<file path="src/core/hvbc_pkg.sv">
// Package of constants and carrier types for the hardware volume button block
//
// Behaviour
// - Shared pin: control out, chip select, or down
// - Enable setting turns shared pin into down input
// - Down press lowers left and right volume
// - Mute honoured only while enable setting set
// - Format bit picks momentary mute or none
// - Up press raises left and right volume
// - Volume function outranks other shared-pin uses
// - Format bit comes from global configuration byte
package hvbc_pkg;
   localparam int VOL_W = 6;
   localparam logic [5:0] VOL_MAX = 6'h3F;
   localparam logic [5:0] VOL_RST = 6'h00;
   // Position of the format bit inside the global configuration byte
   localparam int GCB_FMT_BIT = 1;
   // Auto-repeat for a held button
   localparam int REPEAT_NS = 200000000;
   localparam int CLK_NS = 25;
   localparam int REPEAT_CYC = REPEAT_NS / CLK_NS;
   localparam int REP_W = 24;

   typedef struct packed {
      logic down;
      logic up;
      logic mute;
   } hvbc_btn_t;

   typedef struct packed {
      logic [VOL_W-1:0] left;
      logic [VOL_W-1:0] right;
   } hvbc_vol_t;
endpackage

</file>
<file path="src/core/hvbc_top.sv">
// Volume button control: pin mux, synchronisers, stepping and mute
`timescale 1ns/1ps

////////////////////////////////////////////////////////////////////////
// Three-stage synchroniser with agreement filter, one per button pin
module hvbc_sync import hvbc_pkg::*; #(
   parameter logic IDLE = 1'b1
) (
   input wire logic clk_sys, // System clock
   input wire logic resetn, // Async reset, active low
   input wire logic pin_n, // Raw pin level
   output logic level_q, // Accepted level
   output logic level_d // Level accepted at the next edge
);
   logic s1_q;
   logic s2_q;
   logic s3_q;
   logic acc_q;
   logic acc_d;
   logic agree;

   ////////////////////////////////////////////////////////////////////////
   // First stage may go metastable; only the second stage reads it
   always_ff @(posedge clk_sys or negedge resetn) begin
      if (!resetn) begin
         s1_q <= IDLE;
      end else begin
         s1_q <= pin_n;
      end
   end

   always_ff @(posedge clk_sys or negedge resetn) begin
      if (!resetn) begin
         s2_q <= IDLE;
      end else begin
         s2_q <= s1_q;
      end
   end

   always_ff @(posedge clk_sys or negedge resetn) begin
      if (!resetn) begin
         s3_q <= IDLE;
      end else begin
         s3_q <= s2_q;
      end
   end

   ////////////////////////////////////////////////////////////////////////
   // A change counts once the second and third stages agree
   assign agree = (s2_q == s3_q);
   assign acc_d = agree ? s3_q : acc_q;

   always_ff @(posedge clk_sys or negedge resetn) begin
      if (!resetn) begin
         acc_q <= IDLE;
      end else begin
         acc_q <= acc_d;
      end
   end

   assign level_q = acc_q;
   assign level_d = acc_d;
endmodule // hvbc_sync

////////////////////////////////////////////////////////////////////////
// Saturating one-step volume update for a single channel
module hvbc_vol_step import hvbc_pkg::*; (
   input wire logic [VOL_W-1:0] cur, // Present level
   input wire logic step_dn, // Lower by one step
   input wire logic step_up, // Raise by one step
   output logic [VOL_W-1:0] nxt // Next level
);
   logic at_min;
   logic at_max;
   logic [VOL_W-1:0] dec_val;
   logic [VOL_W-1:0] inc_val;

   // Ends of the range hold rather than wrap
   assign at_min = (cur == '0);
   assign at_max = (cur == VOL_MAX);
   assign dec_val = at_min ? cur : cur - 1'b1;
   assign inc_val = at_max ? cur : cur + 1'b1;
   // Down wins if the caller raises both at once
   assign nxt = step_dn ? dec_val : (step_up ? inc_val : cur);
endmodule // hvbc_vol_step

////////////////////////////////////////////////////////////////////////
module hvbc_top import hvbc_pkg::*; #(
   parameter int REPEAT_CYCLES = REPEAT_CYC
) (
   input wire logic clk_sys, // 40 MHz clock
   input wire logic resetn, // Async reset, active low
   input wire logic volume_pins_enable, // Volume pins enable setting
   input wire logic [7:0] global_cfg_byte, // Global configuration byte
   input wire logic alt_cs_strap, // Alternate chip select strap
   input wire logic aux_ctl_value, // Auxiliary control output value
   input wire logic alt_cs_match_n, // Alternate decode hit, active low
   input wire logic shared_pin_in, // Shared pin input level
   input wire logic up_pin_in_n, // Volume-up button, active low
   input wire logic mute_pin_in_n, // Mute button, active low
   output logic shared_pin_out, // Shared pin output level
   output logic shared_pin_oe, // Shared pin output enable
   output logic [VOL_W-1:0] vol_left, // Left master volume
   output logic [VOL_W-1:0] vol_right, // Right master volume
   output logic mute_out // Master mute
);
   ////////////////////////////////////////////////////////////////////////
   hvbc_btn_t stable_q, stable_d;
   hvbc_btn_t raw_n;
   hvbc_vol_t vol_q, vol_d;
   logic [REP_W-1:0] rep_q, rep_d;
   logic pin_out_q, pin_oe_q, mute_q;
   logic pin_out_d, pin_oe_d, mute_d;
   logic fmt_momentary;
   logic down_act, up_act, mute_act;
   logic down_fall, up_fall, held, rep_hit, step_dn, step_up;
   logic down_lvl_q, up_lvl_q, mute_lvl_q;
   logic down_lvl_d, up_lvl_d, mute_lvl_d;
   logic [VOL_W-1:0] left_d, right_d;

   ////////////////////////////////////////////////////////////////////////
   // Input is the shared pin only when volume function owns it
   assign raw_n.down = volume_pins_enable ? shared_pin_in : 1'b1;
   assign raw_n.up = up_pin_in_n;
   assign raw_n.mute = mute_pin_in_n;

   // Idle level high, so no false press follows reset
   hvbc_sync #(.IDLE(1'b1)) i_sync_down (
      .clk_sys(clk_sys),
      .resetn(resetn),
      .pin_n(raw_n.down),
      .level_q(down_lvl_q),
      .level_d(down_lvl_d)
   );

   hvbc_sync #(.IDLE(1'b1)) i_sync_up (
      .clk_sys(clk_sys),
      .resetn(resetn),
      .pin_n(raw_n.up),
      .level_q(up_lvl_q),
      .level_d(up_lvl_d)
   );

   hvbc_sync #(.IDLE(1'b1)) i_sync_mute (
      .clk_sys(clk_sys),
      .resetn(resetn),
      .pin_n(raw_n.mute),
      .level_q(mute_lvl_q),
      .level_d(mute_lvl_d)
   );

   assign stable_q = {down_lvl_q, up_lvl_q, mute_lvl_q};
   assign stable_d = {down_lvl_d, up_lvl_d, mute_lvl_d};

   ////////////////////////////////////////////////////////////////////////
   assign fmt_momentary = global_cfg_byte[GCB_FMT_BIT];
   assign down_act = volume_pins_enable & ~stable_q.down;
   assign up_act = volume_pins_enable & ~stable_q.up;
   assign mute_act = volume_pins_enable & fmt_momentary & ~stable_q.mute;
   assign down_fall = volume_pins_enable & stable_q.down & ~stable_d.down;
   assign up_fall = volume_pins_enable & stable_q.up & ~stable_d.up;
   assign held = down_act ^ up_act;
   assign rep_hit = held & (rep_q == REP_W'(REPEAT_CYCLES - 1));
   assign rep_d = (held & ~rep_hit) ? rep_q + 1'b1 : '0;
   // A press counts only if the other button is up at the next edge
   assign step_dn = (down_fall & stable_d.up) | (rep_hit & down_act);
   assign step_up = (up_fall & stable_d.down) | (rep_hit & up_act);

   // Both channels step together from one decision
   hvbc_vol_step i_step_left (
      .cur(vol_q.left),
      .step_dn(step_dn),
      .step_up(step_up),
      .nxt(left_d)
   );

   hvbc_vol_step i_step_right (
      .cur(vol_q.right),
      .step_dn(step_dn),
      .step_up(step_up),
      .nxt(right_d)
   );

   assign vol_d = {left_d, right_d};
   assign mute_d = mute_act;

   ////////////////////////////////////////////////////////////////////////
   // Volume enable first, then strap, else auxiliary output
   assign pin_oe_d = ~volume_pins_enable;
   assign pin_out_d = volume_pins_enable ? 1'b0 :
                      alt_cs_strap ? alt_cs_match_n : aux_ctl_value;

   ////////////////////////////////////////////////////////////////////////
   always_ff @(posedge clk_sys or negedge resetn) begin
      if (!resetn) begin
         vol_q <= {VOL_RST, VOL_RST};
      end else begin
         vol_q <= vol_d;
      end
   end

   // Repeat counter restarts whenever no single button is held
   always_ff @(posedge clk_sys or negedge resetn) begin
      if (!resetn) begin
         rep_q <= '0;
      end else begin
         rep_q <= rep_d;
      end
   end

   always_ff @(posedge clk_sys or negedge resetn) begin
      if (!resetn) begin
         mute_q <= 1'b0;
      end else begin
         mute_q <= mute_d;
      end
   end

   // Pin released during reset until the mux settles
   always_ff @(posedge clk_sys or negedge resetn) begin
      if (!resetn) begin
         pin_out_q <= 1'b0;
      end else begin
         pin_out_q <= pin_out_d;
      end
   end

   always_ff @(posedge clk_sys or negedge resetn) begin
      if (!resetn) begin
         pin_oe_q <= 1'b0;
      end else begin
         pin_oe_q <= pin_oe_d;
      end
   end

   assign shared_pin_out = pin_out_q;
   assign shared_pin_oe = pin_oe_q;
   assign vol_left = vol_q.left;
   assign vol_right = vol_q.right;
   assign mute_out = mute_q;
endmodule // hvbc_top

</file>
<file path="config.mk">
export PLATFORM = sky130hd
export DESIGN_NAME = hvbc_top
export DESIGN_NICKNAME = d
export VERILOG_FILES = /design/src/core/hvbc_pkg.sv /design/src/core/hvbc_top.sv
export SDC_FILE = /design/constraint.sdc
export NUM_CORES = 1
export LEC_CHECK = 0
export BUFFER_PORTS_ARGS = -buffer_cell sky130_fd_sc_hd__buf_4
export CAP_MARGIN = 20
export CORE_ASPECT_RATIO = 0.6
export CORE_MARGIN = 2
export CORE_UTILIZATION = 55
export CTS_BUF_LIST = sky130_fd_sc_hd__clkbuf_2
export DETAILED_ROUTE_END_ITERATION = 10
export GPL_TIMING_DRIVEN = 0
export MAX_ROUTING_LAYER = met4
export PLACE_DENSITY = 0.74
export SKIP_CTS_REPAIR_TIMING = 1
export SLEW_MARGIN = 15
export SYNTH_ARGS = -nofsm -noshare
export SYNTH_HDL_FRONTEND = slang
export SYNTH_SLANG_ARGS = --single-unit
</file>
<file path="constraint.sdc">
create_clock -name clk_sys -period 3.8 [get_ports clk_sys]
set_input_delay 0.38 -clock clk_sys [delete_from_list [all_inputs] [get_ports clk_sys]]
set_output_delay 0.38 -clock clk_sys [all_outputs]
set_load 0.005 [all_outputs]
</file>
==> metrics.md, run 1 <==
| Metric | Value |
|---|---|
| DRT Pass-1 Iters | `4` |
| DRC Markers | `0` |
| Die Ht | `56.9 microns` |
| CP required | `4.17 ns` |
| Fin crit share | `87.6%` |
| YS warnings | `0` |
| Measured slew at the worst slew-check pin | `0.817 ns` |
| Total gr overflow | `0` |
| Largest stage delay, worst path | `0.56 ns` |
| CP endpoint kind | `flop` |
| I/O Buffers | `24` |
| Routed vias | `1803` |
| Clock Sinks | `51` |
| Worst vdd ir | `0.284 mV` |
| Count of final max-slew check failures | `0` |
| Post-synth top flop | `dfrtp_1` |
| TritonCTS buffer count | `5` |
| Total Routing Usage GR | `21.3%` |
| Outcome | `complete, no violations` |
| CP Data Arrival Time | `3.70 ns` |
| Power Dens Cells | `429 mW/mm^2` |
| Unrepaired setup endpoints after global routing | `false` |
| Syn_nets | `266` |
| Clk_lat worst skew | `0.42 ns` |
| Most frequent cells in the layout | `dfrtp_1 (39), nor2_1 (36), buf_4 (24)` |
| WS Path Type | `reg2reg` |
| # diodes | `0` |
| Routed vias/inst | `5.37` |
| Relative slew slack | `45.0%` |
| H-tree levels | `2` |
| Startpoint types | `flop` |
| FF+latch count, synth | `51` |
| Cell Count Post-Placement | `325` |
| Post-Syn Instances | `238` |
| Setup TNS | `0 ns` |
| Global-route wire length before repair | `8.40 mm` |
| Clock slew at reported path FFs | `0.26 ns` |
| Reg2Reg Launch Point | `rep_q[13]` |
| Routed len/inst | `14.4 microns` |
| Final Non-Filler Cells | `336` |
| TritonCTS clock tree | `done` |
| # IOs | `32` |
| Leakage power | `1.31 nW` |
| # rows | `19` |
| Max Freq | `0.301 GHz` |
| CTS max path bufs | `2` |
| Worst Setup SP | `rep_q[13]` |
| Ys async rst share | `100%` |
| Clock Tree Root | `clkbuf_2` |
| Slowest CP cell | `or4b_4` |
| MaxCap Viol Count | `0` |
| Final min period | `3.33 ns` |
| Pin count of the biggest net entering global routing | `52` |
| Number of synthesized flops with an enable pin | `0` |
| Antenna Nets Post-Route | `0` |
| RD Place Congestion | `0.811` |
| Commonest non-fill, non-tap cell in the layout | `dfrtp_1` |
| Hold Path Class | `in2reg` |
| Post-Syn Area | `0.00256 sq mm` |
| Setup violators final | `0` |
| Drt initial violations | `84` |
| Area Growth Syn to Fin | `12.9%` |
| Antenna violations before repair | `0` |
| Syn Area/Cell | `10.8 sq um` |
| HP Start | `volume_pins_enable` |
| Hpwl dp | `3.43 mm` |
| Die footprint | `0.00524 sq mm` |
| Initial Util | `56.5%` |
| Nets | `300` |
| Max Clock Skew | `0.0151 ns` |
| Core Box Area | `0.00454 sq mm` |
| Sequential area share after synthesis | `50.3%` |
| Cell Chain, Critical Path | `or4b_4 > nor4_4 > a32o_2 > ha_1 > a211oi_1 > o21bai_1 > a21o_2 > or3_1 > a21oi_2 > xor2_1` |
| Die width | `92.2 microns` |
| Share of post-route cells with drive strength above 1 | `22.0%` |
| Final Hold Viols | `0` |
| DRT Wirelength | `4.83 mm` |
| Distinct cells, synth | `44` |
| CP max FO | `13` |
| Vias in the first global route | `1768` |
cell type report:
type	count	area (sq um)
multi-input cells	177	1240
clock buffers	6	30.0
flip-flops and latches	51	1290
clock inverters	2	12.5
plain buffers	3	11.3
well taps	63	78.8
inverters	7	26.3
repair buffers	27	210
fillers	376	1640
worst paths after layout:
kind	cells after the start	slack, ns	endpoint
max	10	0.47	vol_right[5]
max reg2reg	10	0.47	vol_right[5]
max in group asynchronous	2	2.90	rep_q[23]
min	2	0.16	i_sync_down.s1_q
min reg2reg	0	0.36	i_sync_up.s2_q
min in group asynchronous	2	0.48	rep_q[14]
synthesized netlist by cell type (2+ instances only):
| master | number | share of area (%) |
|---|---|---|
| or3_1 | 4 | 0.98 |
| dfstp_2 | 12 | 12 |
| nand2_1 | 16 | 2.3 |
| nand3_1 | 13 | 2.5 |
| mux2_2 | 4 | 1.8 |
| nor4_1 | 3 | 0.73 |
| mux2i_1 | 2 | 0.78 |
| and3_1 | 4 | 0.98 |
| fa_1 | 2 | 1.6 |
| nor3_1 | 3 | 0.59 |
| clkbuf_1 | 3 | 0.44 |
| nor2_1 | 36 | 5.3 |
| maj3_1 | 2 | 0.78 |
| o21bai_1 | 2 | 0.59 |
| xor2_1 | 18 | 6.1 |
| and4_2 | 2 | 0.78 |
| inv_1 | 6 | 0.88 |
| ha_1 | 9 | 4.4 |
| mux2_1 | 3 | 1.3 |
| nand4_1 | 6 | 1.5 |
| a21o_1 | 4 | 1.2 |
| dfrtp_1 | 39 | 38 |
| o21ai_0 | 5 | 0.98 |
| a211oi_1 | 2 | 0.59 |
| a21oi_1 | 7 | 1.4 |
| xnor2_1 | 13 | 4.4 |
worst max-delay path: cells and delay by family (launching register included):
family | cells | cell delay [ns]
flip-flops | 1 | 0.48
XOR/XNOR | 1 | 0.16
adder cells (fa/ha/maj) | 1 | 0.32
AND/OR/NAND/NOR | 3 | 1.18
AO/OA/AOI/OAI | 5 | 1.14
registers in the layout, indices dropped and copies added (netlist names):
| name | cells |
|---|---|
| rep_q | 24 |
| vol_left | 6 |
| vol_right | 6 |
| i_sync_down.level_q | 1 |
| i_sync_down.s1_q | 1 |
| i_sync_down.s2_q | 1 |
| i_sync_down.s3_q | 1 |
| i_sync_mute.level_q | 1 |
| i_sync_mute.s1_q | 1 |
| i_sync_mute.s2_q | 1 |
| i_sync_mute.s3_q | 1 |
| i_sync_up.level_q | 1 |
| i_sync_up.s1_q | 1 |
| i_sync_up.s2_q | 1 |
| i_sync_up.s3_q | 1 |
| mute_out | 1 |
| shared_pin_oe | 1 |
| shared_pin_out | 1 |
metal layers:
layer / routed length [microns] / vias up / track usage, %
li1: - / 899 / -
met5: 0 / - / -
met2: 1950 / 35 / 28.6
met3: 197 / 2 / 5.37
met1: 2670 / 867 / 32.8
met4: 8 / 0 / 4.26
power by group:
part / switching (W) / internal (W) / total (W)
combinational: 0.000148 / 0.000185 / 0.000334
clock: 0.000170 / 0.0000470 / 0.000217
sequential: 0.0000858 / 0.000606 / 0.000692
total: 0.000404 / 0.000839 / 0.00124
logic make-up (layout without fill, tap and decap cells):
| group | count (synthesis) | in the layout | synth area share (%) |
|---|---|---|---|
| xor+xnor | 31 | 31 | 10.6 |
| buf+inv | 10 | 45 | 1.46 |
| fa+ha+maj | 13 | 13 | 6.73 |
| compound gates | 28 | 28 | 7.85 |
| mux | 9 | 9 | 3.85 |
| simple gates | 96 | 96 | 19.2 |
| flops | 51 | 51 | 50.3 |
metrics by stage:
step / setup WS, ns / total power [W] / hold slack (ns) / util [%] / area (sq um)
finish: 0.473 / 0.00124 / 0.156 / 63.8 / 2900
global route: 0.246 / 0.00133 / 0.0894 / 63.8 / 2900
global placement: 0.524 / 0.00102 / 0.346 / 62.2 / 2820
detailed placement: 0.529 / 0.00104 / 0.347 / 62.2 / 2820
CTS: 0.473 / 0.00125 / -0.0456 / 63.1 / 2870
floorplan: 0.785 / 0.000883 / 0.0844 / - / 2560
Note: power is estimated with default switching activity, not from simulation.
==> run 2: changes to the inputs <==
--- a/config.mk
+++ b/config.mk
@@ -9,12 +9,12 @@
 export CAP_MARGIN = 20
 export CORE_ASPECT_RATIO = 0.6
 export CORE_MARGIN = 2
-export CORE_UTILIZATION = 55
+export CORE_UTILIZATION = 45
 export CTS_BUF_LIST = sky130_fd_sc_hd__clkbuf_2
 export DETAILED_ROUTE_END_ITERATION = 10
 export GPL_TIMING_DRIVEN = 0
 export MAX_ROUTING_LAYER = met4
-export PLACE_DENSITY = 0.74
+export PLACE_DENSITY = 0.62
 export SKIP_CTS_REPAIR_TIMING = 1
 export SLEW_MARGIN = 15
 export SYNTH_ARGS = -nofsm -noshare
==> run 2 against run 1 <==
Against the previous run:
- first-iteration DRC count fell by 6.0%
- setup slack got worse by 0.016 ns
- clock-buffer cell count fell by 1
- power rose by 5.3%
- non-clock buffer count did not move
- sequential power barely moved
- global-route usage fell by 4.0 points
- fmax fell by 0.48%
- clock power rose by 34%
- via count fell by 0.44%
- largest power group unchanged
==> metrics.md, run 2 (synthesis results as in run 1) <==
| Metric | Value |
|---|---|
| Fin crit share | `88.0%` |
| WP buf/inv | `0` |
| Share of post-route cells with drive strength above 1 | `22.0%` |
| Slowest CP cell | `or4b_4` |
| TritonCTS buffer count | `5` |
| H-tree levels | `2` |
| Power Dens Cells | `445 mW/mm^2` |
| RD Place Congestion | `0.796` |
| Total Routing Usage GR | `17.3%` |
| Antenna violations before repair | `0` |
| Initial Util | `46.3%` |
| Die footprint | `0.00634 sq mm` |
| Outcome | `complete, no violations` |
| Die width | `101 microns` |
| Total gr overflow | `0` |
| Area of the multi-input gates | `0.00124 sq mm` |
| Delay-heaviest family, CP | `simple AND/OR/NAND/NOR gates` |
| Max Freq | `0.299 GHz` |
| Cell Count Post-Placement | `342` |
| Routed len/inst | `13.7 microns` |
| Global-route wire length before repair | `8.33 mm` |
| CTS max path bufs | `2` |
| Leakage power | `1.33 nW` |
| DRT Pass-1 Iters | `6` |
| Count of final max-slew check failures | `0` |
| # rows | `21` |
| Unrepaired setup endpoints after global routing | `false` |
| CP endpoint kind | `flop` |
| Die Ht | `62.5 microns` |
| I/O Buffers | `24` |
| Clock Sinks | `51` |
| Final Non-Filler Cells | `353` |
| Clk_lat worst skew | `0.43 ns` |
| Antenna Nets Post-Route | `0` |
| Clock slew at reported path FFs | `0.27 ns` |
| Vias in the first global route | `1627` |
| Measured slew at the worst slew-check pin | `0.802 ns` |
| DRC Markers | `0` |
| WS Path Type | `reg2reg` |
| CP required | `4.19 ns` |
| TritonCTS clock tree | `done` |
| Hold Path Class | `in2reg` |
| Max Clock Skew | `0.0243 ns` |
| # IOs | `32` |
| Startpoint types | `flop` |
| MaxCap Viol Count | `0` |
| Setup violators final | `0` |
| Routed vias | `1795` |
| Setup TNS | `0 ns` |
| Clock Tree Root | `clkbuf_2` |
| Core Box Area | `0.00554 sq mm` |
| Biggest register | `rep_q` |
| CP max FO | `13` |
| Most frequent cells in the layout | `dfrtp_1 (39), nor2_1 (36), buf_4 (24)` |
| Drt initial violations | `79` |
| Final Hold Viols | `0` |
| Hpwl dp | `3.47 mm` |
| Nets | `300` |
| Routed vias/inst | `5.08` |
| DRT Wirelength | `4.85 mm` |
| Worst vdd ir | `0.225 mV` |
| CP Data Arrival Time | `3.73 ns` |
| # diodes | `0` |
| Storage element area | `0.00129 sq mm` |
| Final min period | `3.34 ns` |
| Min Hold Slack | `0.128 ns` |
| FILL cells | `493` |
| Relative slew slack | `46.0%` |
| Largest stage delay, worst path | `0.57 ns` |
| Max FFs per register | `24` |
| Commonest non-fill, non-tap cell in the layout | `dfrtp_1` |
| Area Growth Syn to Fin | `14.8%` |
| Pin count of the biggest net entering global routing | `52` |
| Cell Chain, Critical Path | `or4b_4 > nor4_4 > a32o_2 > ha_1 > a211oi_1 > o21bai_1 > a21o_2 > or3_1 > a21oi_2 > xor2_1` |
## run 2: stage by stage
step                util [%]  instance area [sq um]  power [W]  setup slack [ns]
detailed placement      51.3                   2850    0.00103             0.511
global route            53.1                   2940    0.00141             0.242
floorplan                  -                   2560   0.000883             0.785
CTS                     52.6                   2910    0.00132             0.426
global placement        51.3                   2850    0.00102             0.507
finish                  53.1                   2940    0.00131             0.457
## run 2: report_power, final
group / internal, W / total [W] / switching [W]
sequential: 0.000607 / 0.000689 / 0.0000826
clock: 0.000112 / 0.000291 / 0.000179
combinational: 0.000185 / 0.000329 / 0.000144
## run 2: per-layer routing
metal,global-route usage [%],part of all wire [%],vias to the layer above
li1,-,-,901
met1,28.4,54,853
met2,21.0,41,39
met3,3.69,4.5,2
met4,4.05,0.14,0
met5,-,0,-
## run 2: final cells by class
cell class | count | share of cell area, %
Buffer | 3 | 0.382
Clock buffer | 5 | 0.850
Clock inverter | 3 | 1.49
Inverter | 7 | 0.892
Multi-Input combinational cell | 177 | 42.0
Sequential cell | 51 | 43.9
Tap cell | 80 | 3.40
Timing Repair Buffer | 27 | 7.14
## run 2: path summary, 6_finish.rpt
path / cells after the start / to / slack [ns] / from
max in group asynchronous: 2 / shared_pin_oe / 2.89 / resetn
min in group asynchronous: 2 / vol_right[3] / 0.47 / resetn
max reg2reg: 10 / vol_right[5] / 0.46 / rep_q[13]
max: 10 / vol_right[5] / 0.46 / rep_q[13]
min: 2 / i_sync_down.s1_q / 0.13 / volume_pins_enable
min reg2reg: 0 / i_sync_down.s2_q / 0.37 / i_sync_down.s1_q
==> run 3: changes to the inputs <==
--- a/config.mk
+++ b/config.mk
@@ -15,6 +15,7 @@
 export GPL_TIMING_DRIVEN = 0
 export MAX_ROUTING_LAYER = met4
 export PLACE_DENSITY = 0.62
+export REMOVE_ABC_BUFFERS = 1
 export SKIP_CTS_REPAIR_TIMING = 1
 export SLEW_MARGIN = 15
 export SYNTH_ARGS = -nofsm -noshare
==> run 3 against run 2 <==
Against the previous run:
- clock skew is 0.0016 ns higher
- non-clock buffer count shrank 3
- sequential share of layout area increased by 0.57 points
- sequential cell count is the same
- die area unchanged
- routed wire length decreased by 3.4%
- critical endpoint unchanged
==> metrics.md, run 3 (synthesis results as in run 1) <==
| Metric | Value |
|---|---|
| Outcome | `complete, no violations` |
| Core Box Area | `0.00554 sq mm` |
| DRC Markers | `0` |
| Leakage power | `1.31 nW` |
| CP Data Arrival Time | `3.66 ns` |
| Final min period | `3.31 ns` |
| Global-route wire length before repair | `8.01 mm` |
| Die width | `101 microns` |
| Routed vias | `1705` |
| # rows | `21` |
| Antenna violations before repair | `0` |
| Area Growth Syn to Fin | `13.3%` |
| CP max FO | `13` |
| I/O Buffers | `24` |
| Share of post-route cells with drive strength above 1 | `21.9%` |
| Placed Area | `0.00283 sq mm` |
| Vias in the first global route | `1543` |
| Hpwl dp | `3.29 mm` |
| MaxCap Viol Count | `0` |
| Clk_lat worst skew | `0.41 ns` |
| Pin count of the biggest net entering global routing | `52` |
| TritonCTS clock tree | `done` |
| Design Area, Final | `0.00291 sq mm` |
| Nets | `297` |
| Startpoint types | `flop` |
| Setup violators final | `0` |
| Max FFs per register | `24` |
| Worst reg2reg path depth | `10` |
| Clock slew at reported path FFs | `0.25 ns` |
| RD Place Congestion | `0.777` |
| Worst vdd ir | `0.206 mV` |
| WS Path Type | `reg2reg` |
| Tot Pwr | `0.00123 W` |
| DRT Pass-1 Iters | `4` |
| Die Ht | `62.5 microns` |
| Max Freq | `0.302 GHz` |
| Worst Hold Depth | `2` |
| # diodes | `0` |
| Die footprint | `0.00634 sq mm` |
| Total gr overflow | `0` |
| Most frequent cells in the layout | `dfrtp_1 (39), nor2_1 (36), buf_4 (24)` |
| Fin crit share | `87.1%` |
| Clock Sinks | `51` |
| # IOs | `32` |
| Setup ws final | `0.491 ns` |
| CP endpoint kind | `flop` |
| Unrepaired setup endpoints after global routing | `false` |
| H-tree levels | `2` |
| Measured slew at the worst slew-check pin | `0.977 ns` |
| Total Routing Usage GR | `16.5%` |
| Count of final max-slew check failures | `0` |
| Antenna Nets Post-Route | `0` |
| Power Dens Cells | `424 mW/mm^2` |
| Max Clock Skew | `0.0259 ns` |
| Clock Tree Root | `clkbuf_2` |
| Commonest non-fill, non-tap cell in the layout | `dfrtp_1` |
| Routed len/inst | `13.4 microns` |
| CP required | `4.15 ns` |
| TritonCTS buffer count | `5` |
| CTS max path bufs | `2` |
| Biggest register | `rep_q` |
| Setup TNS | `0 ns` |
| Initial Util | `46.3%` |
| Final Hold Viols | `0` |
| Drt initial violations | `79` |
| DRT Wirelength | `4.68 mm` |
| Relative slew slack | `34.7%` |
| Hold Path Class | `in2reg` |
| Dpl ws | `0.516 ns` |
| Routed vias/inst | `4.87` |
## run 3: changes by cell type in the layout (fill, tap and decap cells not counted)
cell       previous run  this run
bufinv_16             1         0
clkbuf_1              3         0
clkbuf_2              5         6
clkinv_1              0         1
clkinv_2              1         0
## run 3: layout make-up
class,instances,area [sq um]
Clock inverter,2,12.5
Inverter,7,26.3
Multi-Input combinational cell,177,1240
Fill cell,502,2640
Clock buffer,6,30.0
Tap cell,80,100
Sequential cell,51,1290
Timing Repair Buffer,27,210
## run 3: worst max-delay path, stage by stage (launching register included)
cell and delay [ns]:
dfrtp_1 0.47, or4b_4 0.57, nor4_4 0.27, a32o_2 0.43
ha_1 0.31, a211oi_1 0.23, o21bai_1 0.11, a21o_2 0.23
or3_1 0.36, a21oi_2 0.14, xor2_1 0.14
## run 3: metal layers
| metal | track usage (%) | part of all wire, % | vias to the layer above |
|---|---|---|---|
| met1 | 28.6 | 61 | 796 |
| met2 | 18.5 | 36 | 17 |
| li1 | - | - | 890 |
| met3 | 4.36 | 3.4 | 2 |
| met4 | 2.70 | 0.30 | 0 |
| met5 | - | 0 | - |
## run 3: per-stage QoR
step / hold WS (ns) / utilization, % / cells
2_1_floorplan: 0.0844 / - / 235
3_3_place_gp: 0.346 / 51.1 / 339
3_5_place_dp: 0.348 / 51.1 / 339
4_1_cts: -0.0701 / 51.9 / 347
5_1_grt: 0.102 / 52.4 / 350
6_report: 0.160 / 52.4 / 350
## run 3: power breakdown
part | internal [W] | switching [W] | leakage, nW | total [W]
sequential | 0.000606 | 0.0000873 | 0.652 | 0.000694
clock | 0.0000477 | 0.000166 | 0.0306 | 0.000214
combinational | 0.000184 | 0.000141 | 0.627 | 0.000325
total | 0.000838 | 0.000394 | 1.31 | 0.00123
## run 3: path summary, 6_finish.rpt
kind | start | to | slack (ns)
setup / recovery | rep_q[13] | vol_right[5] | 0.49
hold / removal | shared_pin_in | i_sync_down.s1_q | 0.16
setup reg to reg | rep_q[13] | vol_right[5] | 0.49
hold reg to reg | i_sync_down.s1_q | i_sync_down.s2_q | 0.38
max in group asynchronous | resetn | rep_q[9] | 2.86
min in group asynchronous | resetn | rep_q[20] | 0.48
